`src/hw/dba_pkg.sv`:
```
`default_nettype none
package dba_pkg;
  // ---------------------------------------------------------------------------
  // Operating modes, taken from the two low bits of config register zero.
  // ---------------------------------------------------------------------------
  localparam logic [1:0] MODE_INDEPENDENT = 2'h0;
  localparam logic [1:0] MODE_TRANSPARENT = 2'h1;
  localparam logic [1:0] MODE_SHARED      = 2'h2;
  localparam logic [1:0] MODE_ROW_BUFFER  = 2'h3;

  // ---------------------------------------------------------------------------
  // Field positions and widths.
  // ---------------------------------------------------------------------------
  localparam int CFG0_MODE_LSB   = 0;
  localparam int CFG0_DBL_BIT    = 7;
  localparam int CFG2_RTBL_BIT   = 7;
  localparam int ADDR_W          = 16;
  localparam int ROW_LO_BITS     = 8;
  localparam int ROW_HI_BITS     = 6;
  localparam int RESET_CMDS_NEED = 2;

  // ---------------------------------------------------------------------------
  // Timing counts, in character clocks (one clock edge each), then fetch and address constants.
  // ---------------------------------------------------------------------------
  localparam logic [1:0] RTBL_DELAY_CHAR_CLOCK = 2'h2;
  localparam logic [1:0] FETCH_BYTES     = 2'h2;
  localparam logic [15:0] PTR_STEP       = 16'h0002;
  localparam logic [15:0] ADDR_RESET     = 16'h0000;

  // ---------------------------------------------------------------------------
  // Arbiter states, Gray coded from idle through return along the grant path.
  // ---------------------------------------------------------------------------
  typedef enum logic [2:0] {
    ARB_IDLE    = 3'h0,
    ARB_WAIT    = 3'h1,
    ARB_RELEASE = 3'h3,
    ARB_GRANT   = 3'h2,
    ARB_RETURN  = 3'h6,
    ARB_HALT    = 3'h7,
    ARB_DMA     = 3'h5
  } dba_state_e;
endpackage : dba_pkg
`default_nettype wire

```
`src/hw/dba_if.sv`:
```
`default_nettype none
interface dba_if;
  // Host requests and resets.
  logic        cpu_buffer_request;
  logic        master_reset_cmd;
  logic        buffer_cmd;
  logic        cpu_bus_released;
  // Device handshake outputs.
  logic        bus_ack_n;
  logic        external_bus_release;
  logic        cpu_halt_request;
  logic        row_buffer_control;
  logic        cursor_out;
  logic        blank_out;
  logic        cmd_exec;
  logic        device_ready;
  // Memory read path used by row table fetches.
  logic [15:0] mem_addr;
  logic        mem_rd;
  logic [7:0]  mem_data;

  modport device (
    input  cpu_buffer_request, master_reset_cmd, buffer_cmd, cpu_bus_released, mem_data,
    output bus_ack_n, external_bus_release, cpu_halt_request, row_buffer_control,
    output cursor_out, blank_out, cmd_exec, device_ready, mem_addr, mem_rd
  );
  modport host (
    output cpu_buffer_request, master_reset_cmd, buffer_cmd, cpu_bus_released, mem_data,
    input  bus_ack_n, external_bus_release, cpu_halt_request, row_buffer_control,
    input  cursor_out, blank_out, cmd_exec, device_ready, mem_addr, mem_rd
  );
endinterface : dba_if
`default_nettype wire

```
`src/hw/dba_device.sv`:
```
// Behaviour
// - Delay buffer command two clocks before row start.
// - Ack high until buses released, then low.
// - Transparent mode grants only in blanking.
// - Shared mode blanks display, grants immediately.
// - Host requests before blanking rising edge.
// - Late request removal blanks next scan line.
// - Transparent mode: vertical blank grants only at front porch.
// - Delay grant two clocks before row start.
// - Row buffer: halt CPU, DMA row, release.
// - Halt request starts at blanking falling edge.
// - Row table: early halt, control at blank.
// - Table entry is low byte, six high bits.
// - Top two bits: attributes or address extension.
// - Fetch row start, advance pointer by two.
// - Cursor output marks fetch during blanking.
// - Fetched address loads primary screen start.
// - Host rewrites pointer every vertical retrace.
// - Host avoids device access during table reads; the host holds off new requests and commands then but keeps one already held.
// - Two master resets wake the device.
// - Mode from two low config bits.
// - Active-window commands run in horizontal blanking.
`default_nettype none
module dba_device
  import dba_pkg::*;
(
  // Clock and reset.
  input  wire logic        sys_clk,
  input  wire logic        rst,
  // Link to the host.
  dba_if.device            link,
  // Timing and configuration from the rest of the controller.
  input  wire logic [7:0]  config_reg_zero,
  input  wire logic [7:0]  config_reg_two,
  input  wire logic        hblank,
  input  wire logic        vblank,
  input  wire logic        display_off,
  input  wire logic        front_porch_start,
  input  wire logic        hblank_second_last,
  input  wire logic        row_first_line_next,
  input  wire logic        last_line_mid,
  input  wire logic        ptr_load,
  input  wire logic [15:0] ptr_load_value,
  // Row table results and row buffer DMA status.
  output logic [15:0]      primary_screen_start,
  output logic [15:0]      row_table_pointer,
  output logic [1:0]       row_attr,
  output logic             row_dma_busy
);
  import dba_pkg::*;

  // ---------------------------------------------------------------------------
  // Decode.
  // ---------------------------------------------------------------------------
  logic [1:0] mode;
  logic       rtbl_on;
  logic       dbl_attr;
  logic       blank_any;
  assign mode      = config_reg_zero[CFG0_MODE_LSB +: 2];
  assign rtbl_on   = config_reg_two[CFG2_RTBL_BIT];
  assign dbl_attr  = config_reg_zero[CFG0_DBL_BIT];
  assign blank_any = hblank | vblank;

  // ---------------------------------------------------------------------------
  // State.
  // ---------------------------------------------------------------------------
  dba_state_e  state_ff, nxt_state;
  logic [1:0]  rst_cnt_ff, nxt_rst_cnt;
  logic [1:0]  dly_ff, nxt_dly;
  logic [1:0]  byte_ff, nxt_byte;
  logic        fetch_ff, nxt_fetch;
  logic        late_ff, nxt_late;
  logic        cmd_pend_ff, nxt_cmd_pend;
  logic        cmd_exec_ff, nxt_cmd_exec;
  logic        hblank_d_ff, vblank_d_ff;
  logic [7:0]  lo_byte_ff, nxt_lo_byte;
  logic [15:0] pss_ff, nxt_pss;
  logic [15:0] ptr_ff, nxt_ptr;
  logic [1:0]  attr_ff, nxt_attr;
  logic        halt_ff, nxt_halt;
  logic        rbc_ff, nxt_rbc;
  logic        ready;
  logic        hb_rise, blank_fall, near_row, grant_ok;

  assign ready      = (rst_cnt_ff == 2'(RESET_CMDS_NEED));
  assign hb_rise    = hblank & ~hblank_d_ff;
  assign blank_fall = ~blank_any & (hblank_d_ff | vblank_d_ff);
  assign near_row   = rtbl_on & row_first_line_next;

  // Transparent grants wait for blanking; field blank grants only at front porch.
  always_comb begin
    grant_ok = 1'b0;
    if (mode == MODE_SHARED) begin
      grant_ok = 1'b1;
    end else if (mode == MODE_TRANSPARENT) begin
      if (vblank | display_off) begin
        grant_ok = front_porch_start;
      end else begin
        grant_ok = hblank;
      end
    end
  end

  // ---------------------------------------------------------------------------
  // Next-state logic for the arbiter, the fetch and the command path.
  // ---------------------------------------------------------------------------
  always_comb begin
    nxt_state    = state_ff;
    nxt_rst_cnt  = rst_cnt_ff;
    nxt_dly      = dly_ff;
    nxt_byte     = byte_ff;
    nxt_fetch    = fetch_ff;
    nxt_late     = late_ff;
    nxt_cmd_pend = cmd_pend_ff;
    nxt_cmd_exec = 1'b0;
    nxt_lo_byte  = lo_byte_ff;
    nxt_pss      = pss_ff;
    nxt_ptr      = ptr_ff;
    nxt_attr     = attr_ff;
    nxt_halt     = halt_ff;
    nxt_rbc      = rbc_ff;
    // Two master resets wake the device; a buffer command before the second restarts the count.
    if (!ready) begin
      if (link.master_reset_cmd) begin
        nxt_rst_cnt = rst_cnt_ff + 2'h1;
      end else if (link.buffer_cmd) begin
        nxt_rst_cnt = 2'h0;
      end
    end
    if (ptr_load) begin
      nxt_ptr = ptr_load_value;
    end
    // Buffer commands seen in the active window wait for horizontal blanking.
    if (cmd_pend_ff && (blank_any || display_off)) begin
      if (near_row && dly_ff != RTBL_DELAY_CHAR_CLOCK) begin
        nxt_dly = dly_ff + 2'h1;
      end else begin
        nxt_cmd_pend = 1'b0;
        nxt_cmd_exec = 1'b1;
        nxt_dly      = 2'h0;
      end
    end
    // A new command wins over the clear, so one arriving during execution is not lost.
    if (ready && link.buffer_cmd) begin
      nxt_cmd_pend = 1'b1;
    end
    // A request dropped after the next-to-last blanking clock blanks one more line.
    if (hblank_second_last) begin
      nxt_late = 1'b0;
    end else if (hblank && !link.cpu_buffer_request && state_ff == ARB_GRANT) begin
      nxt_late = 1'b1;
    end else if (hb_rise) begin
      nxt_late = 1'b0;
    end
    // Row table fetch: two bytes in blanking before a row's first scan line.
    if (ready && rtbl_on && hblank && row_first_line_next && !fetch_ff && byte_ff == 2'h0) begin
      nxt_fetch = 1'b1;
    end
    if (fetch_ff) begin
      nxt_byte = byte_ff + 2'h1;
      if (byte_ff == 2'h0) begin
        nxt_lo_byte = link.mem_data;
      end else begin
        nxt_fetch = 1'b0;
        nxt_ptr   = ptr_ff + PTR_STEP;
        if (dbl_attr) begin
          nxt_attr = link.mem_data[7:6];
          nxt_pss  = {2'h0, link.mem_data[ROW_HI_BITS-1:0], lo_byte_ff};
        end else begin
          nxt_attr = 2'h0;
          nxt_pss  = {link.mem_data, lo_byte_ff};
        end
      end
    end else if (!hblank) begin
      nxt_byte = 2'h0;
    end
    // Arbiter.
    case (state_ff)
      ARB_IDLE: begin
        if (ready && mode == MODE_ROW_BUFFER) begin
          if ((rtbl_on && last_line_mid) || (!rtbl_on && blank_fall && row_first_line_next)) begin
            nxt_halt  = 1'b1;
            nxt_state = ARB_HALT;
          end
        end else if (ready && link.cpu_buffer_request &&
                     (mode == MODE_SHARED || mode == MODE_TRANSPARENT)) begin
          nxt_state = ARB_WAIT;
        end
      end
      ARB_WAIT: begin
        if (!link.cpu_buffer_request) begin
          nxt_state = ARB_IDLE;
        end else if (grant_ok) begin
          if (near_row && dly_ff != RTBL_DELAY_CHAR_CLOCK) begin
            nxt_dly = dly_ff + 2'h1;
          end else begin
            nxt_dly   = 2'h0;
            nxt_state = ARB_RELEASE;
          end
        end
      end
      ARB_RELEASE: nxt_state = ARB_GRANT;
      ARB_GRANT: begin
        if (!link.cpu_buffer_request) begin
          nxt_state = ARB_RETURN;
        end
      end
      ARB_RETURN: nxt_state = ARB_IDLE;
      ARB_HALT: begin
        if (rtbl_on && hb_rise) begin
          nxt_rbc = 1'b1;
        end
        if (link.cpu_bus_released && (!rtbl_on || rbc_ff)) begin
          nxt_rbc   = 1'b1;
          nxt_state = ARB_DMA;
        end
      end
      ARB_DMA: begin
        if (!hblank && !fetch_ff && !row_first_line_next) begin
          nxt_halt  = 1'b0;
          nxt_rbc   = 1'b0;
          nxt_state = ARB_IDLE;
        end
      end
      default: nxt_state = ARB_IDLE;
    endcase
  end

  // ---------------------------------------------------------------------------
  // Registers.
  // ---------------------------------------------------------------------------
  always_ff @(posedge sys_clk) begin
    if (rst) begin
      state_ff    <= ARB_IDLE;
      rst_cnt_ff  <= 2'h0;
      dly_ff      <= 2'h0;
      byte_ff     <= 2'h0;
      fetch_ff    <= 1'b0;
      late_ff     <= 1'b0;
      cmd_pend_ff <= 1'b0;
      cmd_exec_ff <= 1'b0;
      hblank_d_ff <= 1'b0;
      vblank_d_ff <= 1'b0;
      lo_byte_ff  <= 8'h00;
      pss_ff      <= ADDR_RESET;
      ptr_ff      <= ADDR_RESET;
      attr_ff     <= 2'h0;
      halt_ff     <= 1'b0;
      rbc_ff      <= 1'b0;
    end else begin
      state_ff    <= nxt_state;
      rst_cnt_ff  <= nxt_rst_cnt;
      dly_ff      <= nxt_dly;
      byte_ff     <= nxt_byte;
      fetch_ff    <= nxt_fetch;
      late_ff     <= nxt_late;
      cmd_pend_ff <= nxt_cmd_pend;
      cmd_exec_ff <= nxt_cmd_exec;
      hblank_d_ff <= hblank;
      vblank_d_ff <= vblank;
      lo_byte_ff  <= nxt_lo_byte;
      pss_ff      <= nxt_pss;
      ptr_ff      <= nxt_ptr;
      attr_ff     <= nxt_attr;
      halt_ff     <= nxt_halt;
      rbc_ff      <= nxt_rbc;
    end
  end

  // ---------------------------------------------------------------------------
  // Outputs. Ack is held high until the release state has passed.
  // ---------------------------------------------------------------------------
  assign link.bus_ack_n            = (state_ff != ARB_GRANT);
  assign link.external_bus_release = (state_ff == ARB_RELEASE) || (state_ff == ARB_GRANT);
  assign link.cpu_halt_request     = halt_ff;
  assign link.row_buffer_control   = rbc_ff;
  assign link.cursor_out           = fetch_ff & blank_any;
  assign link.blank_out            = blank_any | late_ff |
                                     (mode == MODE_SHARED && state_ff == ARB_GRANT);
  assign link.cmd_exec             = cmd_exec_ff;
  assign link.device_ready         = ready;
  assign link.mem_addr             = ptr_ff + 16'(byte_ff);
  assign link.mem_rd               = fetch_ff;
  assign primary_screen_start      = pss_ff;
  assign row_table_pointer         = ptr_ff;
  assign row_attr                  = attr_ff;
  assign row_dma_busy              = (state_ff == ARB_DMA);
endmodule : dba_device
`default_nettype wire

```
`src/flat_wrapper.sv`:
```
// flat-port wrapper written by rule: the top's interface ports become plain ports
module dba_device_flat import dba_pkg::*;
  (sys_clk, rst, config_reg_zero, config_reg_two, hblank, vblank, display_off, front_porch_start, hblank_second_last, row_first_line_next, last_line_mid, ptr_load, ptr_load_value, primary_screen_start, row_table_pointer, row_attr, row_dma_busy, link_cpu_buffer_request, link_master_reset_cmd, link_buffer_cmd, link_cpu_bus_released, link_mem_data, link_bus_ack_n, link_external_bus_release, link_cpu_halt_request, link_row_buffer_control, link_cursor_out, link_blank_out, link_cmd_exec, link_device_ready, link_mem_addr, link_mem_rd);
  dba_if link_i ();
  input  wire logic sys_clk;
  input  wire logic rst;
  input  wire logic [7:0] config_reg_zero;
  input  wire logic [7:0] config_reg_two;
  input  wire logic hblank;
  input  wire logic vblank;
  input  wire logic display_off;
  input  wire logic front_porch_start;
  input  wire logic hblank_second_last;
  input  wire logic row_first_line_next;
  input  wire logic last_line_mid;
  input  wire logic ptr_load;
  input  wire logic [15:0] ptr_load_value;
  output logic [15:0] primary_screen_start;
  output logic [15:0] row_table_pointer;
  output logic [1:0] row_attr;
  output logic row_dma_busy;
  input wire logic [$bits(link_i.cpu_buffer_request)-1:0] link_cpu_buffer_request;
  input wire logic [$bits(link_i.master_reset_cmd)-1:0] link_master_reset_cmd;
  input wire logic [$bits(link_i.buffer_cmd)-1:0] link_buffer_cmd;
  input wire logic [$bits(link_i.cpu_bus_released)-1:0] link_cpu_bus_released;
  input wire logic [$bits(link_i.mem_data)-1:0] link_mem_data;
  output wire logic [$bits(link_i.bus_ack_n)-1:0] link_bus_ack_n;
  output wire logic [$bits(link_i.external_bus_release)-1:0] link_external_bus_release;
  output wire logic [$bits(link_i.cpu_halt_request)-1:0] link_cpu_halt_request;
  output wire logic [$bits(link_i.row_buffer_control)-1:0] link_row_buffer_control;
  output wire logic [$bits(link_i.cursor_out)-1:0] link_cursor_out;
  output wire logic [$bits(link_i.blank_out)-1:0] link_blank_out;
  output wire logic [$bits(link_i.cmd_exec)-1:0] link_cmd_exec;
  output wire logic [$bits(link_i.device_ready)-1:0] link_device_ready;
  output wire logic [$bits(link_i.mem_addr)-1:0] link_mem_addr;
  output wire logic [$bits(link_i.mem_rd)-1:0] link_mem_rd;
  assign link_i.cpu_buffer_request = link_cpu_buffer_request;
  assign link_i.master_reset_cmd = link_master_reset_cmd;
  assign link_i.buffer_cmd = link_buffer_cmd;
  assign link_i.cpu_bus_released = link_cpu_bus_released;
  assign link_i.mem_data = link_mem_data;
  assign link_bus_ack_n = link_i.bus_ack_n;
  assign link_external_bus_release = link_i.external_bus_release;
  assign link_cpu_halt_request = link_i.cpu_halt_request;
  assign link_row_buffer_control = link_i.row_buffer_control;
  assign link_cursor_out = link_i.cursor_out;
  assign link_blank_out = link_i.blank_out;
  assign link_cmd_exec = link_i.cmd_exec;
  assign link_device_ready = link_i.device_ready;
  assign link_mem_addr = link_i.mem_addr;
  assign link_mem_rd = link_i.mem_rd;
  dba_device u_core (.sys_clk(sys_clk), .rst(rst), .link(link_i), .config_reg_zero(config_reg_zero), .config_reg_two(config_reg_two), .hblank(hblank), .vblank(vblank), .display_off(display_off), .front_porch_start(front_porch_start), .hblank_second_last(hblank_second_last), .row_first_line_next(row_first_line_next), .last_line_mid(last_line_mid), .ptr_load(ptr_load), .ptr_load_value(ptr_load_value), .primary_screen_start(primary_screen_start), .row_table_pointer(row_table_pointer), .row_attr(row_attr), .row_dma_busy(row_dma_busy));
endmodule
```
`config.mk`:
```
export PLATFORM = sky130hd
export DESIGN_NAME = dba_device_flat
export DESIGN_NICKNAME = d
export VERILOG_FILES = /design/src/hw/dba_pkg.sv /design/src/hw/dba_if.sv /design/src/hw/dba_device.sv /design/src/flat_wrapper.sv
export SDC_FILE = /design/constraint.sdc
export NUM_CORES = 1
export LEC_CHECK = 0
export BUFFER_PORTS_ARGS = -buffer_cell sky130_fd_sc_hd__buf_2
export CAP_MARGIN = 20
export CORE_MARGIN = 10
export CORE_UTILIZATION = 30
export CTS_BUF_LIST = sky130_fd_sc_hd__clkbuf_16
export DETAILED_ROUTE_END_ITERATION = 12
export GPL_TIMING_DRIVEN = 0
export HOLD_SLACK_MARGIN = 0.1
export PLACE_DENSITY_LB_ADDON = 0.08
export SKIP_CTS_REPAIR_TIMING = 1
export SYNTH_ARGS = -nofsm -noshare
export SYNTH_HDL_FRONTEND = slang
export SYNTH_SLANG_ARGS = --single-unit
```
`constraint.sdc`:
```
create_clock -name sys_clk -period 2.33 [get_ports sys_clk]
set_clock_uncertainty 0.1 [all_clocks]
set_input_delay 0.3495 -clock sys_clk [delete_from_list [all_inputs] [get_ports sys_clk]]
set_output_delay 0.3495 -clock sys_clk [all_outputs]
set_load 0.02 [all_outputs]
```
==> results.md <==
* Status: finished, violations left
* Failing checks: negative setup slack
* Longest Clk Path Bufs at 2
* Synth Area in XOR/XNOR at 0.03907
* Synthesized flop and latch total at 59
* Worst path slowest cell: fa_2
* Setup TNS at -0.4388 ns
* Tcrit/Tclk final at 1.048
* Min-Delay Path Class: in -> reg
* Leakage at 0.001845 µW
* DRT Pass-1 Iters at 4
* Global-route wire length before repair at 16930 µm
* Fmax at 409.6 MHz
* Type of destination of the critical path: output pin
* Io pins at 114
* Area Growth Syn to Fin at 37.12%
* Largest net degree at the start of global routing at 11
* Maximum VDD drop at slightly above 0.3 mV
* Yosys warning count at 0
* Placed cell count at 641
* Main combinational cell family by area after synthesis: simple AND/OR/NAND/NOR gates
* WL final at 10660 µm
* Die height at 122.3 µm
* Flop pwr share at 0.386
* Initial DRC Count at 140
* Util after Layout at 0.4187
* P_sw at 767.8 µW
* Clk network pwr share at 0.457
* Residual overflow from global routing at 0
* Initial Util at 0.3053
* Post-Place Worst Slack at -0.1020 ns
* PortBufs at 101
* Worst-path clk slew at 0.05 ns
* Synth Area in Compound Gates at 0.1954
* Crit-path max cell delay at 0.44 ns
* CP Data Required Time at between 1.5 and 2 ns
* Root Buffer: clkbuf_16
* Worst skew pair latency at 0.33 ns
* Final setup violating endpoints at 6
* Gr usage total at 0.1415
* Fin worst setup slack at -0.1114 ns
* Cell internal pwr at 2040 µW
* Die width at around 120 µm
* Core Footprint at around 10000 µm²
* Ys flop type: dfxtp_1
* Crit-path max FO at 3
* Switching portion of total power at 0.2734
* Fin. Hold Viols at 0
* Row cnt at 37
* Final #Nets at 586
* H-tree Lvls at 3
* Ant diodes at 0
* Antenna-violating nets left at 0
* Syn_area_per_cell at 7.767 µm²
* Simple-Gate Fraction of Synth Area at 0.2731
* CTS tree: built
* Routed vias/inst at 4.973
* RSZ-0062 raised after global routing: yes
* Fill count at around 1100
* Initial antenna violation count at 0
* Number of global-route vias before repair at 3335
* Max_slew headroom at 0.5206
* EDFF count, synth at 0
* Max Cap Viol at 0
* Part of the Yosys area used for sequential elements at 0.3764
* Synthesized instance count at 404
* Post-synth ARST share at 0
* Share of cells above drive strength 1 at 0.3061
* Syn Std Cell Area at 3138 µm²
* Post-route non-filler standard cell count at 662
* Min Tclk post-route at 2.441 ns
* Hpwl dp at between 8000 and 9000 µm
* Mux contribution to synthesized area at 0.009569
* Clock sinks at 59
* Remaining DRCs at 0
* CTS buffer count at 9
* Critical path class: reg -> out
* Unique masters post-synth at 57
* CP Cell Sequence: ha_4 -> inv_2 -> fa_2 -> nor2_4 -> nand2_4 -> nor3_4 -> xor2_1 -> buf_4
* Wirelength per Cell at 16.10 µm
* RePlAce Congestion at around 0.84
* Startpoint types: register
* Via count at 3292
* Synth Area in Adders at 0.04226
* Least-Margin Pin Slew at a little over 0.7 ns
* Full die area at about 15000 µm²
* Syn_nets at 468
* Final Max Slew Viols at 0
* Worst Path Arrival at between 1.5 and 2 ns
* Logic pwr share at 0.157
* Power Dens Cells at between 600 and 700 nW/µm²
## cell families (layout without fill, tap and decap cells)
| kind of cell | count (synthesis) | in the layout |
|---|---|---|
| buffers and inverters | 41 | 163 |
| DFF | 59 | 59 |
| adders and majority gates | 10 | 10 |
| muxes | 3 | 3 |
| xor gates and xnor gates | 14 | 14 |
| and+or+nand+nor | 176 | 176 |
| AOI/OAI and AO/OA | 101 | 101 |
## area by class of cell
class                           count  area, µm²  share of cell area
Timing Repair Buffer              109      596.8              0.1387
Buffer                             25      145.1             0.03373
Multi-Input combinational cell    304       1861              0.4324
Inverter                           14      52.55             0.01221
Sequential cell                    59       1194              0.2774
Clock buffer                        9      225.2             0.05234
Clock inverter                      6      58.81             0.01367
Tap cell                          136      170.2             0.03955
## flip-flops by register name, indices dropped and copies added (netlist names), 2 cells and up
name and count:
u_core.byte_ff 2, u_core.dly_ff 2, u_core.lo_byte_ff 8, u_core.primary_screen_start 16, u_core.row_attr 2, u_core.row_table_pointer 16, u_core.rst_cnt_ff 2, u_core.state_ff 3
## path summary, 6_finish.rpt
kind / to / slack (ns) / depth (start not counted) / startpoint
worst max-delay path: link_mem_addr[14] / -0.11 / 8 / u_core.byte_ff[0]
worst min register to register: u_core.row_attr[0] / 0.35 / 2 / u_core.row_attr[0]
worst min-delay path: u_core.late_ff / 0.1 / 2 / hblank_second_last
worst max register to register: u_core.row_table_pointer[9] / 0.24 / 8 / u_core.byte_ff[1]
## layout by cell type (no fill, tap or decap), types with 7 or more instances in the layout
cell type | synthesis | final
clkbuf_16 | 0 | 9
nor2_1 | 30 | 27
nor3_1 | 13 | 10
dfxtp_1 | 59 | 53
buf_2 | 1 | 91
inv_1 | 14 | 14
a21oi_1 | 57 | 57
nand3_1 | 24 | 23
ha_1 | 9 | 7
clkbuf_1 | 17 | 13
nand2_1 | 65 | 64
o21ai_0 | 12 | 12
buf_4 | 3 | 21
## cell usage after synthesis, drive strengths merged, types with 5 or more instances
master,n,area [µm²]
nand3,24,120.1
buf,8,57.55
inv,14,52.55
nand2,65,244.0
nand3b,5,37.54
nor3,13,65.06
clkbuf,19,91.34
o21ai,13,68.82
a21oi,57,285.3
xnor2,7,61.31
ha,9,112.6
nand4,5,31.28
dfxtp,59,1181
nor2,31,118.9
xor2,7,61.31
## layer usage
metal | GRT usage | vias up | wire (µm)
met2 | 0.2338 | 86 | 5052
li1 | - | 1657 | -
met1 | 0.1728 | 1537 | 4697
met5 | 0 | - | 0
met4 | 0.03608 | 0 | 90
met3 | 0.04821 | 12 | 817
## power groups by stage
stage	clock network [µW]	registers, µW	logic (µW)
4_1_cts	1320	1080	433
6_report	1280	1080	442
3_3_place_gp	0	1100	432
3_5_place_dp	0	1100	431
5_1_grt	1360	1090	484
2_1_floorplan	0	1110	260
## per-stage QoR
step                      total power (µW)  cell area (µm²)  hold WS, ns
after floorplan                       1375             3148       0.3223
after global placement                1532             3824       0.3364
after detailed placement              1532             3824       0.3438
after CTS                             2830             4108      0.09205
after global routing                  2935             4303       0.1070
final                                 2808             4303      0.09558
## critical path: cells and delay by family, from the launching register on
| kind | cells | cell delay [ns] |
|---|---|---|
| fa+ha+maj | 2 | 0.58 |
| simple gates | 3 | 0.37 |
| flops | 1 | 0.36 |
| buf+inv | 2 | 0.20 |
| xor+xnor | 1 | 0.16 |
(Power assumes the default switching activity.)
